`config.mk`:
```
export PLATFORM = sky130hd
export DESIGN_NAME = fcq_query
export DESIGN_NICKNAME = d
export VERILOG_FILES = /design/src/include/fcq_pkg.sv /design/src/rtl/fcq_info_table.sv /design/src/rtl/fcq_query.sv
export SDC_FILE = /design/constraint.sdc
export NUM_CORES = 1
export LEC_CHECK = 0
export ABC_AREA = 1
export BUFFER_PORTS_ARGS = -buffer_cell sky130_fd_sc_hd__buf_4
export CORE_MARGIN = 3
export CORE_UTILIZATION = 43
export DETAILED_ROUTE_END_ITERATION = 7
export MAX_ROUTING_LAYER = met4
export PLACE_DENSITY = 0.64
export SLEW_MARGIN = 0
export SYNTH_ARGS = -nofsm -noshare
export SYNTH_HDL_FRONTEND = slang
export SYNTH_HIERARCHICAL = 1
export SYNTH_SLANG_ARGS = --single-unit
```
`constraint.sdc`:
```
create_clock -name sys_clk -period 2.8 [get_ports sys_clk]
set_input_delay 0.28 -clock sys_clk [delete_from_list [all_inputs] [get_ports sys_clk]]
set_output_delay 0.28 -clock sys_clk [all_outputs]
set_load 0.02 [all_outputs]
```
`src/include/fcq_pkg.sv`:
```
// Constants, types and state layout of the flash-card query block.
// Assumes a single 100 MHz clock domain and an AHB-Lite register bus.
package fcq_pkg;

	// ----------------------------------------------------------------
	// Register byte offsets
	// ----------------------------------------------------------------
	localparam logic [7:0] FCQ_A_DATA = 8'h00;
	localparam logic [7:0] FCQ_A_ERR = 8'h04;
	localparam logic [7:0] FCQ_A_CNT = 8'h08;
	localparam logic [7:0] FCQ_A_SEC = 8'h0C;
	localparam logic [7:0] FCQ_A_CYL_L = 8'h10;
	localparam logic [7:0] FCQ_A_CYL_H = 8'h14;
	localparam logic [7:0] FCQ_A_DH = 8'h18;
	localparam logic [7:0] FCQ_A_STAT = 8'h1C;
	localparam logic [7:0] FCQ_A_CMD = 8'h20;
	localparam logic [7:0] FCQ_A_PARAM = 8'h24;
	localparam logic [7:0] FCQ_A_IRQ_ST = 8'h28;
	localparam logic [7:0] FCQ_A_IRQ_MK = 8'h2C;
	localparam logic [7:0] FCQ_A_CTRL = 8'h30;

	// ----------------------------------------------------------------
	// Field positions
	// ----------------------------------------------------------------
	localparam int FCQ_ST_BUSY = 7;
	localparam int FCQ_ST_READY = 6;
	localparam int FCQ_ST_FAULT = 5;
	localparam int FCQ_ST_DRQ = 3;
	localparam int FCQ_ST_ERRS = 0;
	localparam int FCQ_ERR_COMMAND_ABORTED_BIT = 2;
	localparam int FCQ_DH_LIN = 6;
	localparam int FCQ_IRQ_DONE = 0;
	localparam int FCQ_IRQ_DRQ = 1;
	localparam int FCQ_CTRL_EN = 0;

	// ----------------------------------------------------------------
	// Command and code values
	// ----------------------------------------------------------------
	localparam logic [7:0] FCQ_CMD_ERRQ = 8'h03;
	localparam logic [7:0] FCQ_CMD_SECQ = 8'h87;
	localparam logic [7:0] FCQ_EXT_NONE = 8'h00;
	localparam logic [7:0] FCQ_EXT_BADCMD = 8'h20;
	localparam logic [7:0] FCQ_EXT_BADADDR = 8'h21;
	localparam logic [7:0] FCQ_COMMAND_ABORTED_BIT_VAL = 8'h04;
	localparam logic [7:0] FCQ_ERASED_VAL = 8'hFF;
	localparam logic FCQ_CTRL_EN_RST = 1'b1;

	// ----------------------------------------------------------------
	// Information table byte offsets
	// ----------------------------------------------------------------
	localparam logic [8:0] FCQ_T_CYL_H = 9'h000;
	localparam logic [8:0] FCQ_T_CYL_L = 9'h001;
	localparam logic [8:0] FCQ_T_HEAD = 9'h002;
	localparam logic [8:0] FCQ_T_SEC = 9'h003;
	localparam logic [8:0] FCQ_T_LBA_H = 9'h004;
	localparam logic [8:0] FCQ_T_LBA_M = 9'h005;
	localparam logic [8:0] FCQ_T_LBA_L = 9'h006;
	localparam logic [8:0] FCQ_T_ERASED = 9'h013;
	localparam logic [8:0] FCQ_T_WC_H = 9'h018;
	localparam logic [8:0] FCQ_T_WC_M = 9'h019;
	localparam logic [8:0] FCQ_T_WC_L = 9'h01A;
	localparam logic [8:0] FCQ_T_LAST = 9'h1FF;

	typedef enum logic [2:0] {
		FCQ_IDLE = 3'b001,
		FCQ_LOOK = 3'b010,
		FCQ_XFER = 3'b100
	} fcq_fsm_t;

	// Sector lookup request toward the media core
	typedef struct packed {
		logic req;
		logic linear;
		logic [3:0] head;
		logic [7:0] cyl_h;
		logic [7:0] cyl_l;
		logic [7:0] sec;
	} fcq_lkp_req_t;

	// Answer from the media core
	typedef struct packed {
		logic ack;
		logic fail;
		logic erased;
		logic [23:0] wcount;
	} fcq_lkp_ans_t;

	typedef struct packed {
		fcq_fsm_t fsm;
		logic [7:0] err;
		logic [7:0] cnt;
		logic [7:0] sec;
		logic [7:0] cyl_l;
		logic [7:0] cyl_h;
		logic [7:0] dh;
		logic [7:0] param;
		logic busy;
		logic ready;
		logic fault;
		logic drq;
		logic errs;
		logic [8:0] idx;
		logic erased;
		logic [23:0] wcount;
		logic [7:0] last_ext;
		logic [1:0] irq_st;
		logic [1:0] irq_mk;
		logic ctrl_en;
		logic lkp_req;
		logic [31:0] rdata;
		logic hready;
		logic wr_pend;
		logic [7:0] wr_addr;
		logic irq;
		logic flt_s1;
		logic flt_s2;
	} fcq_state_t;

endpackage : fcq_pkg

```
`src/rtl/fcq_info_table.sv`:
```
// Byte selector for the 512-byte sector information table.
// Assumes the caller holds all fields stable during the transfer.
`timescale 1ns/100ps
module fcq_info_table
	import fcq_pkg::*;
(
	input wire logic [8:0] idx, // Byte index in table
	input wire logic linear, // Linear addressing used
	input wire logic [3:0] head, // Head or top address nibble
	input wire logic [7:0] sec, // Sector position byte
	input wire logic [7:0] cyl_l, // Track index low byte
	input wire logic [7:0] cyl_h, // Track index high byte
	input wire logic erased, // Sector erased
	input wire logic [23:0] wcount, // Write-cycle count
	output logic [7:0] tbl_byte // Selected table byte
);
	logic [7:0] g_mask;
	logic [7:0] l_mask;

	// Fields of the unused addressing form read as zero
	assign l_mask = {8{linear}}; // RULE18
	assign g_mask = ~l_mask;

	always_comb begin
		if (idx == FCQ_T_CYL_H) begin
			tbl_byte = cyl_h & g_mask; // RULE15
		end else if (idx == FCQ_T_CYL_L) begin
			tbl_byte = cyl_l & g_mask; // RULE15
		end else if (idx == FCQ_T_HEAD) begin
			tbl_byte = {4'h0, head} & g_mask; // RULE15
		end else if (idx == FCQ_T_SEC) begin
			tbl_byte = sec & g_mask; // RULE15
		end else if (idx == FCQ_T_LBA_H) begin
			tbl_byte = cyl_h & l_mask; // RULE15
		end else if (idx == FCQ_T_LBA_M) begin
			tbl_byte = cyl_l & l_mask; // RULE15
		end else if (idx == FCQ_T_LBA_L) begin
			tbl_byte = sec & l_mask; // RULE15
		end else if (idx == FCQ_T_ERASED) begin
			tbl_byte = erased ? FCQ_ERASED_VAL : 8'h00; // RULE16
		end else if (idx == FCQ_T_WC_H) begin
			tbl_byte = wcount[23:16]; // RULE17
		end else if (idx == FCQ_T_WC_M) begin
			tbl_byte = wcount[15:8]; // RULE17
		end else if (idx == FCQ_T_WC_L) begin
			tbl_byte = wcount[7:0]; // RULE17
		end else begin
			tbl_byte = 8'h00; // RULE18
		end
	end

endmodule : fcq_info_table

```
`src/rtl/fcq_query.sv`:
```
// Device-side interpreter of the detailed-error and sector-information
// queries, with its task-file registers behind an AHB-Lite slave.
// Assumes one clock, a single master, word transfers only.
//
// How it works
// RULE1: Unsupported query sets the aborted bit, bit 2 of error register.
// RULE2: Failed sector lookup may abort the query; here it does.
// RULE3: Error completion clears busy, sets ready, error summary if error nonzero.
// RULE4: Error completion copies the device fault into status bit 5.
// RULE5: Successful completion clears busy, sets ready, clears error summary.
// RULE6: Host issues queries only while ready is one and busy zero.
// RULE7: Error query reports the previous command's cause, or no-error code.
// RULE8: Detailed code is one byte in error register; 00h means none.
// RULE9: Error query is code 03h and has no data phase.
// RULE10: Code 87h is the sector-information query when the feature is on.
// RULE11: Sector query moves its table device to host by programmed I/O.
// RULE12: Host sets drive/head bit 6 for linear, low nibble top address.
// RULE13: Host puts address in sector, track low and track high registers.
// RULE14: Successful sector query delivers 512 bytes through the data port.
// RULE15: Table holds geometric address at 00h-03h, linear at 04h-06h.
// RULE16: Table byte 13h is FFh when erased, 00h otherwise.
// RULE17: Table bytes 18h-1Ah hold write-cycle count, high byte first.
// RULE18: Unsupported or unused table fields read as zero.
`timescale 1ns/100ps
module fcq_query
	import fcq_pkg::*;
(
	input wire logic sys_clk, // System clock
	input wire logic reset_n, // Async reset
	input wire logic hsel, // Slave select
	input wire logic [31:0] haddr, // Address
	input wire logic [1:0] htrans, // Transfer type
	input wire logic hwrite, // Write
	input wire logic [2:0] hsize, // Size
	input wire logic [31:0] hwdata, // Write data
	input wire logic hready, // Bus ready
	output logic [31:0] hrdata, // Read data
	output logic hreadyout, // Slave ready
	output logic hresp, // Response
	output logic irq, // Interrupt level
	output fcq_lkp_req_t lkp, // Lookup request
	input wire fcq_lkp_ans_t lkp_ans, // Lookup answer
	input wire logic dev_fault // Fault pin, async
);
	fcq_state_t s;
	fcq_state_t n;
	logic [7:0] tbl_byte;
	logic ev_done;
	logic ev_drq;
	logic [1:0] irq_clr;
	logic rd_go;
	logic [7:0] wbyte;

	// ----------------------------------------------------------------
	// Table byte for the current data-port index
	// ----------------------------------------------------------------
	fcq_info_table u_tbl (
		.idx(s.idx),
		.linear(s.dh[FCQ_DH_LIN]),
		.head(s.dh[3:0]),
		.sec(s.sec),
		.cyl_l(s.cyl_l),
		.cyl_h(s.cyl_h),
		.erased(s.erased),
		.wcount(s.wcount),
		.tbl_byte(tbl_byte)
	);

	// Error completion with a given cause code
	function automatic fcq_state_t abort_fn(fcq_state_t x, logic [7:0] code);
		fcq_state_t y;
		y = x;
		y.err = FCQ_COMMAND_ABORTED_BIT_VAL; // RULE1
		y.errs = 1'b1; // RULE3
		y.fault = x.flt_s2; // RULE4
		y.busy = 1'b0; // RULE3
		y.ready = 1'b1; // RULE3
		y.drq = 1'b0;
		y.lkp_req = 1'b0;
		y.fsm = FCQ_IDLE;
		y.last_ext = code; // RULE7
		return y;
	endfunction : abort_fn

	assign rd_go = hsel && htrans[1] && hready && !hwrite;
	assign wbyte = hwdata[7:0];

	// ----------------------------------------------------------------
	// Next state
	// ----------------------------------------------------------------
	always_comb begin
		n = s;
		ev_done = 1'b0;
		ev_drq = 1'b0;
		irq_clr = 2'b00;
		n.hready = 1'b1;
		n.rdata = 32'h0000_0000;
		// Data phase of a write
		if (s.wr_pend) begin
			if (s.wr_addr == FCQ_A_CNT) begin
				n.cnt = wbyte;
			end else if (s.wr_addr == FCQ_A_SEC) begin
				n.sec = wbyte; // RULE13
			end else if (s.wr_addr == FCQ_A_CYL_L) begin
				n.cyl_l = wbyte; // RULE13
			end else if (s.wr_addr == FCQ_A_CYL_H) begin
				n.cyl_h = wbyte; // RULE13
			end else if (s.wr_addr == FCQ_A_DH) begin
				n.dh = wbyte; // RULE12
			end else if (s.wr_addr == FCQ_A_PARAM) begin
				n.param = wbyte;
			end else if (s.wr_addr == FCQ_A_IRQ_ST) begin
				irq_clr = hwdata[1:0];
			end else if (s.wr_addr == FCQ_A_IRQ_MK) begin
				n.irq_mk = hwdata[1:0];
			end else if (s.wr_addr == FCQ_A_CTRL) begin
				n.ctrl_en = hwdata[FCQ_CTRL_EN];
			end else if (s.wr_addr == FCQ_A_CMD && s.fsm == FCQ_IDLE) begin
				// Commands while busy or transferring are dropped
				if (s.ctrl_en && wbyte == FCQ_CMD_ERRQ) begin
					n.err = s.last_ext; // RULE7 RULE8 RULE9
					n.last_ext = FCQ_EXT_NONE;
					n.errs = 1'b0; // RULE5
					n.fault = 1'b0;
					n.busy = 1'b0; // RULE5
					n.ready = 1'b1; // RULE5
					ev_done = 1'b1;
				end else if (s.ctrl_en && wbyte == FCQ_CMD_SECQ) begin
					n.busy = 1'b1; // RULE10
					n.errs = 1'b0;
					n.err = 8'h00;
					n.fault = 1'b0;
					n.lkp_req = 1'b1;
					n.fsm = FCQ_LOOK;
				end else begin
					n = abort_fn(n, FCQ_EXT_BADCMD); // RULE1
					ev_done = 1'b1;
				end
			end
		end
		n.wr_pend = hsel && htrans[1] && hready && hwrite;
		n.wr_addr = haddr[7:0];
		// Sector lookup handshake
		if (s.fsm == FCQ_LOOK && lkp_ans.ack) begin
			if (lkp_ans.fail) begin
				n = abort_fn(n, FCQ_EXT_BADADDR); // RULE2
				ev_done = 1'b1;
			end else begin
				n.lkp_req = 1'b0;
				n.erased = lkp_ans.erased;
				n.wcount = lkp_ans.wcount;
				n.idx = 9'h000;
				n.drq = 1'b1; // RULE11
				n.busy = 1'b0;
				n.fsm = FCQ_XFER;
				ev_drq = 1'b1;
			end
		end
		// Address phase of a read; data port pops one byte
		if (rd_go) begin
			if (haddr[7:0] == FCQ_A_DATA) begin
				if (s.fsm == FCQ_XFER) begin
					n.rdata = {24'h00_0000, tbl_byte}; // RULE11
					n.idx = s.idx + 9'h001;
					if (s.idx == FCQ_T_LAST) begin
						n.drq = 1'b0; // RULE14
						n.busy = 1'b0; // RULE5
						n.ready = 1'b1; // RULE5
						n.errs = 1'b0; // RULE5
						n.last_ext = FCQ_EXT_NONE; // RULE7
						n.fsm = FCQ_IDLE;
						ev_done = 1'b1;
					end
				end
			end else if (haddr[7:0] == FCQ_A_ERR) begin
				n.rdata = {24'h00_0000, s.err}; // RULE8
			end else if (haddr[7:0] == FCQ_A_CNT) begin
				n.rdata = {24'h00_0000, s.cnt};
			end else if (haddr[7:0] == FCQ_A_SEC) begin
				n.rdata = {24'h00_0000, s.sec};
			end else if (haddr[7:0] == FCQ_A_CYL_L) begin
				n.rdata = {24'h00_0000, s.cyl_l};
			end else if (haddr[7:0] == FCQ_A_CYL_H) begin
				n.rdata = {24'h00_0000, s.cyl_h};
			end else if (haddr[7:0] == FCQ_A_DH) begin
				n.rdata = {24'h00_0000, s.dh};
			end else if (haddr[7:0] == FCQ_A_STAT) begin
				n.rdata = {24'h00_0000, s.busy, s.ready, s.fault, 1'b0,
					s.drq, 2'b00, s.errs};
			end else if (haddr[7:0] == FCQ_A_IRQ_ST) begin
				n.rdata = {30'h0000_0000, s.irq_st};
			end else if (haddr[7:0] == FCQ_A_IRQ_MK) begin
				n.rdata = {30'h0000_0000, s.irq_mk};
			end else if (haddr[7:0] == FCQ_A_CTRL) begin
				n.rdata = {31'h0000_0000, s.ctrl_en};
			end
		end
		// Synchroniser last, so aborts above see only the second stage
		n.flt_s1 = dev_fault;
		n.flt_s2 = s.flt_s1;
		// Set wins over a clear in the same cycle
		n.irq_st = (s.irq_st & ~irq_clr) | {ev_drq, ev_done};
		n.irq = |(n.irq_st & n.irq_mk);
	end

	// ----------------------------------------------------------------
	// State register
	// ----------------------------------------------------------------
	always_ff @(posedge sys_clk or negedge reset_n) begin
		if (!reset_n) begin
			s <= '0;
			s.fsm <= FCQ_IDLE;
			s.ready <= 1'b1;
			s.hready <= 1'b1;
			s.ctrl_en <= FCQ_CTRL_EN_RST;
		end else begin
			s <= n;
		end
	end

	assign hrdata = s.rdata;
	assign hreadyout = s.hready;
	assign hresp = 1'b0;
	assign irq = s.irq;
	assign lkp = {s.lkp_req, s.dh[FCQ_DH_LIN], s.dh[3:0], s.cyl_h, s.cyl_l, s.sec};

	// ----------------------------------------------------------------
	// Checks
	// ----------------------------------------------------------------
	logic cmd_wr;
	logic [7:0] prev_ext;
	assign cmd_wr = s.wr_pend && s.wr_addr == FCQ_A_CMD && s.fsm == FCQ_IDLE;
	always_ff @(posedge sys_clk or negedge reset_n) begin
		if (!reset_n) begin
			prev_ext <= 8'h00;
		end else begin
			prev_ext <= s.last_ext;
		end
	end

	bad_cmd_abort_a: assert property (@(posedge sys_clk) disable iff (!reset_n) // RULE1
		cmd_wr && (!s.ctrl_en || (wbyte != FCQ_CMD_ERRQ && wbyte != FCQ_CMD_SECQ))
		|=> s.err[FCQ_ERR_COMMAND_ABORTED_BIT] && s.errs && !s.busy && s.ready)
		else $error("unsupported command not aborted");

	lookup_fail_a: assert property (@(posedge sys_clk) disable iff (!reset_n) // RULE2
		s.fsm == FCQ_LOOK && lkp_ans.ack && lkp_ans.fail
		|=> s.err[FCQ_ERR_COMMAND_ABORTED_BIT] && s.fsm == FCQ_IDLE && s.last_ext == FCQ_EXT_BADADDR)
		else $error("failed lookup not aborted");

	err_summary_a: assert property (@(posedge sys_clk) disable iff (!reset_n) // RULE3
		s.errs |-> s.err != 8'h00 && !s.busy && s.ready)
		else $error("error summary without error bits");

	fault_copy_a: assert property (@(posedge sys_clk) disable iff (!reset_n) // RULE4
		cmd_wr && (!s.ctrl_en || (wbyte != FCQ_CMD_ERRQ && wbyte != FCQ_CMD_SECQ))
		|=> s.fault == $past(s.flt_s2))
		else $error("fault flag not reported");

	ext_report_a: assert property (@(posedge sys_clk) disable iff (!reset_n) // RULE7
		cmd_wr && s.ctrl_en && wbyte == FCQ_CMD_ERRQ
		|=> s.err == prev_ext && !s.errs && !s.busy ##1 s.last_ext == FCQ_EXT_NONE)
		else $error("detailed code not reported");

	query_start_a: assert property (@(posedge sys_clk) disable iff (!reset_n) // RULE10
		cmd_wr && s.ctrl_en && wbyte == FCQ_CMD_SECQ
		|=> s.busy && lkp.req && s.fsm == FCQ_LOOK)
		else $error("sector query not started");

	lookup_hold_a: assert property (@(posedge sys_clk) disable iff (!reset_n) // RULE10
		s.fsm == FCQ_LOOK && !lkp_ans.ack |=> s.fsm == FCQ_LOOK && lkp.req && s.busy)
		else $error("lookup request dropped early");

	drq_raise_a: assert property (@(posedge sys_clk) disable iff (!reset_n) // RULE11
		s.fsm == FCQ_LOOK && lkp_ans.ack && !lkp_ans.fail
		|=> s.drq && !s.busy && s.fsm == FCQ_XFER && !lkp.req)
		else $error("data request not raised");

	fail_release_a: assert property (@(posedge sys_clk) disable iff (!reset_n) // RULE3
		s.fsm == FCQ_LOOK && lkp_ans.ack && lkp_ans.fail
		|=> !s.busy && s.ready && s.errs && !s.drq && !lkp.req)
		else $error("failed lookup status wrong");

	errq_no_data_a: assert property (@(posedge sys_clk) disable iff (!reset_n) // RULE9
		cmd_wr && s.ctrl_en && wbyte == FCQ_CMD_ERRQ |=> !s.drq && s.fsm == FCQ_IDLE)
		else $error("error query opened a data phase");

	query_done_a: assert property (@(posedge sys_clk) disable iff (!reset_n) // RULE5
		s.fsm == FCQ_XFER && rd_go && haddr[7:0] == FCQ_A_DATA && s.idx == FCQ_T_LAST
		|=> !s.busy && s.ready && !s.errs && !s.drq && s.last_ext == FCQ_EXT_NONE)
		else $error("sector query not completed");

	xfer_len_a: assert property (@(posedge sys_clk) disable iff (!reset_n) // RULE14
		s.fsm == FCQ_XFER ##1 s.fsm == FCQ_IDLE
		|-> $past(s.idx) == FCQ_T_LAST && !s.drq && !s.errs && s.ready)
		else $error("transfer ended early");

	// ----------------------------------------------------------------
	// Table byte checks
	// ----------------------------------------------------------------

	erased_byte_a: assert property (@(posedge sys_clk) disable iff (!reset_n) // RULE16
		s.idx == FCQ_T_ERASED |-> tbl_byte == (s.erased ? FCQ_ERASED_VAL : 8'h00))
		else $error("erased flag byte wrong");

	wcount_msb_a: assert property (@(posedge sys_clk) disable iff (!reset_n) // RULE17
		s.idx == FCQ_T_WC_H |-> tbl_byte == s.wcount[23:16])
		else $error("write count high byte wrong");

	wcount_lsb_a: assert property (@(posedge sys_clk) disable iff (!reset_n) // RULE17
		s.idx == FCQ_T_WC_L |-> tbl_byte == s.wcount[7:0])
		else $error("write count low byte wrong");

	geo_cyl_a: assert property (@(posedge sys_clk) disable iff (!reset_n) // RULE15
		s.idx == FCQ_T_CYL_H |-> tbl_byte == (s.dh[FCQ_DH_LIN] ? 8'h00 : s.cyl_h))
		else $error("track high byte wrong");

	geo_head_a: assert property (@(posedge sys_clk) disable iff (!reset_n) // RULE15
		s.idx == FCQ_T_HEAD |-> tbl_byte == (s.dh[FCQ_DH_LIN] ? 8'h00 : {4'h0, s.dh[3:0]}))
		else $error("head byte wrong");

	geo_sector_a: assert property (@(posedge sys_clk) disable iff (!reset_n) // RULE15
		s.idx == FCQ_T_SEC |-> tbl_byte == (s.dh[FCQ_DH_LIN] ? 8'h00 : s.sec))
		else $error("sector byte wrong");

	lin_high_a: assert property (@(posedge sys_clk) disable iff (!reset_n) // RULE15
		s.idx == FCQ_T_LBA_H |-> tbl_byte == (s.dh[FCQ_DH_LIN] ? s.cyl_h : 8'h00))
		else $error("linear high byte wrong");

	lin_low_a: assert property (@(posedge sys_clk) disable iff (!reset_n) // RULE15
		s.idx == FCQ_T_LBA_L |-> tbl_byte == (s.dh[FCQ_DH_LIN] ? s.sec : 8'h00))
		else $error("linear low byte wrong");

	reserved_zero_a: assert property (@(posedge sys_clk) disable iff (!reset_n) // RULE18
		(s.idx > FCQ_T_WC_L || (s.idx > FCQ_T_LBA_L && s.idx < FCQ_T_ERASED)
		|| (s.idx > FCQ_T_ERASED && s.idx < FCQ_T_WC_H)) |-> tbl_byte == 8'h00)
		else $error("reserved table byte not zero");

endmodule : fcq_query

```
==> metrics.txt <==
PortBufs 88; CTS tree built; cell chain of the critical path dlygate4sd3_1 > buf_4 > nor2_2 > nand3_1 > inv_1 > nand2_1 > nor2_4 > nand2_2 > nand2_1 > inv_1 > nand2_2 > o21ai_1 > nand2_1; largest area contributor in the netlist dfrtp_1; Reg-to-Reg Start s[86]$_DFF_PN0_; Vias 6090; Worst-path clk slew 60 ps; Hold Buf Count CTS 10; WHS 67.5 ps; I/O Pins 167; WL/cell 15.0 um; core area 15900 um^2; RSZ-0062 raised after global routing false; first-pass GRT wire length 30.2 mm; Syn Area/Cell 7.50 um^2; GRT Util Overall 22.0%; Clock Path Buffers 2; grt peak-use layer met2; worst-skew pair later-pin latency 420 ps; Starting Density 44.2%; sequential area share after synthesis 44.0%; Slew headroom 51.3%; WP data arrival 2510 ps; die area 18000 um^2; Chip Width 134 um; hold path start lkp_ans[3]; synthesized netlist cell count 940; Crit path top cell by count nand2_1; Final Hold Fails 0; number of max-cap violations 0; worst min path class input pin to flop; pin count of the biggest net entering global routing 51; DRC viols 0; crit path kind input pin to flop; Crit path largest cell delay 540 ps; Post-Layout Cell Count 1236; f_max 464 MHz; postcts setup bufs 0; setup TNS 0 ps; GPL Wtd Cong 0.919; Mapped Area 7050 um^2; Final Critical Period 2160 ps; Pre-antenna DRT Iters 5; GR Util met2 34.8%; worst-margin pin slew 728 ps; CP top delay family simple AND/OR/NAND/NOR gates; Yosys reg bits 124; Worst Skew 12.5 ps; Worst R2R Path Depth 14; Hold Path Depth 3; placed cells 1194; met3 Usage GRT 4.99%; share of the synthesized area in the top cell type 42.9%; Crit-path slowest cell dlygate4sd3_1; share of cells above drive strength 1 17.5%; antenna diode count 0; Area Overhead vs Synth 17.1%; reg2reg end hrdata[3]$_DFF_PN0_; Sinks on Clock Net 124; fin. max-slew vios 0; post-synth cell types 42; Pwr Density 660 nW/um^2; initial antenna violation count 0; Crit. End Element flop; Iter 0 DRT Violations 490; die span in y 134 um; Warnings, synthesis 6; vias in the first global route 5861; status finished, final reports clean; worst endpoint required time 3150 ps; Post-DRT Antenna Nets 0; Leak 0.00434 uW; setup violators final 0; Buf/Inv on CP 4; number of H-tree levels 4; # rows 46; Clock Root Buffer clkbuf_16; commonest non-fill, non-tap cells in the layout nand2_1 (315), dfrtp_1 (121), buf_4 (90), inv_1 (89), nor2_1 (60); R2R setup slack 690 ps; DR vias/cell 4.93; Worst IR Drop VDD 0.465 mV; period utilisation layout 77.0%; GR Util met1 28.9%; pre-CTS setup slack 660 ps; GRT Residual Overflow 0; post_cts resized 0; crit path max fanout 9; hold path endpoint s[62]$_DFFE_PN0P_; Final WS setup 644 ps; most common cell after layout, fill and taps aside nand2_1; CTS buffer count 17; Final HPWL DP 14.0 mm; Worst Setup Start Kind input pin; nets 1111; Routed WL 18.5 mm; top cells by area, synth dfrtp_1 (43%), nand2_1 (17%), buf_4 (6.9%)
==> synthesized netlist by cell type, drive strengths merged <==
library cell,n
o32ai,1
a21oi,38
o22ai,3
ha,2
conb,2
clkbuf,10
xor2,2
a21boi,5
nor3,14
o211ai,2
nand3,59
xnor2,1
nor4,2
o21ai,63
or2,6
o31ai,2
nor3b,1
nand2,320
nand4,24
dfrtp,121
buf,68
inv,104
dfstp,3
nor2,82
a31oi,2
a32oi,3
==> stage by stage <==
step	total power (uW)	utilization (%)	cell area, um^2
2_1_floorplan	3030	-	7140
3_3_place_gp	3270	47.5	7580
3_5_place_dp	3300	47.5	7580
4_1_cts	5490	51.8	8260
5_1_grt	5760	51.8	8260
6_report	5450	51.8	8260
==> worst reg2reg max path: stages (launching register included) <==
cell and delay [ps]:
dfrtp_1 440, inv_2 90, nand2_1 100, nor2_1 170, nand3_2 250, nor2_1 160, nor2_1 50, nand2_1 90
nand4_1 80, nor3_1 160, nand4_1 140, nand2_1 100, nand2_1 60, nand2_1 90, inv_1 40
==> how the worst max path moves through the flow <==
stage	startpoint	endpoint	slack [ps]	cells after the start
2_1_floorplan	s[84]$_DFF_PN0_	s[49]$_DFF_PN0_	1000	11
3_3_place_gp	s[84]$_DFF_PN0_	irq$_DFF_PN0_	690	12
3_5_place_dp	s[84]$_DFF_PN0_	irq$_DFF_PN0_	660	12
4_1_cts	s[84]$_DFF_PN0_	irq$_DFF_PN0_	640	12
5_1_grt	s[84]$_DFF_PN0_	irq$_DFF_PN0_	370	12
6_report	haddr[7]	irq$_DFF_PN0_	640	13
==> power breakdown <==
| group | leakage, uW | switching, uW | total, uW | internal, uW |
|---|---|---|---|---|
| combinational | 0.00266 | 569 | 899 | 331 |
| clock | 0.000287 | 767 | 2160 | 1400 |
| sequential | 0.00139 | 247 | 2390 | 2140 |
==> flip-flops by register name, indices dropped and copies added, names as in the netlist <==
name and count:
hrdata 8, irq 1, s 84, lkp 30, n 1
==> final cells by class <==
| cell class | count | area [um^2] |
|---|---|---|
| inverter | 104 | 390 |
| fill | 1587 | 7680 |
| sequential | 124 | 3110 |
| clock buffer | 25 | 495 |
| clock inverter | 7 | 87.6 |
| multi-input combinational | 658 | 3090 |
| tap | 216 | 270 |
| timing repair buffer | 102 | 816 |
==> routing by layer <==
metal  routed length, um  vias up
li1                    -     3047
met1                8430     2825
met2                8590      191
met3                1110       27
met4                 382        0
met5                   0        -
==> kinds of logic after synthesis <==
family / synth area share [%]
buffers and inverters: 13.4
AOI/OAI and AO/OA: 9.06
other: 0.106
and+or+nand+nor: 32.7
DFF: 44.0
xor gates and xnor gates: 0.373
adders and majority gates: 0.355
(Power assumes the default switching activity.)
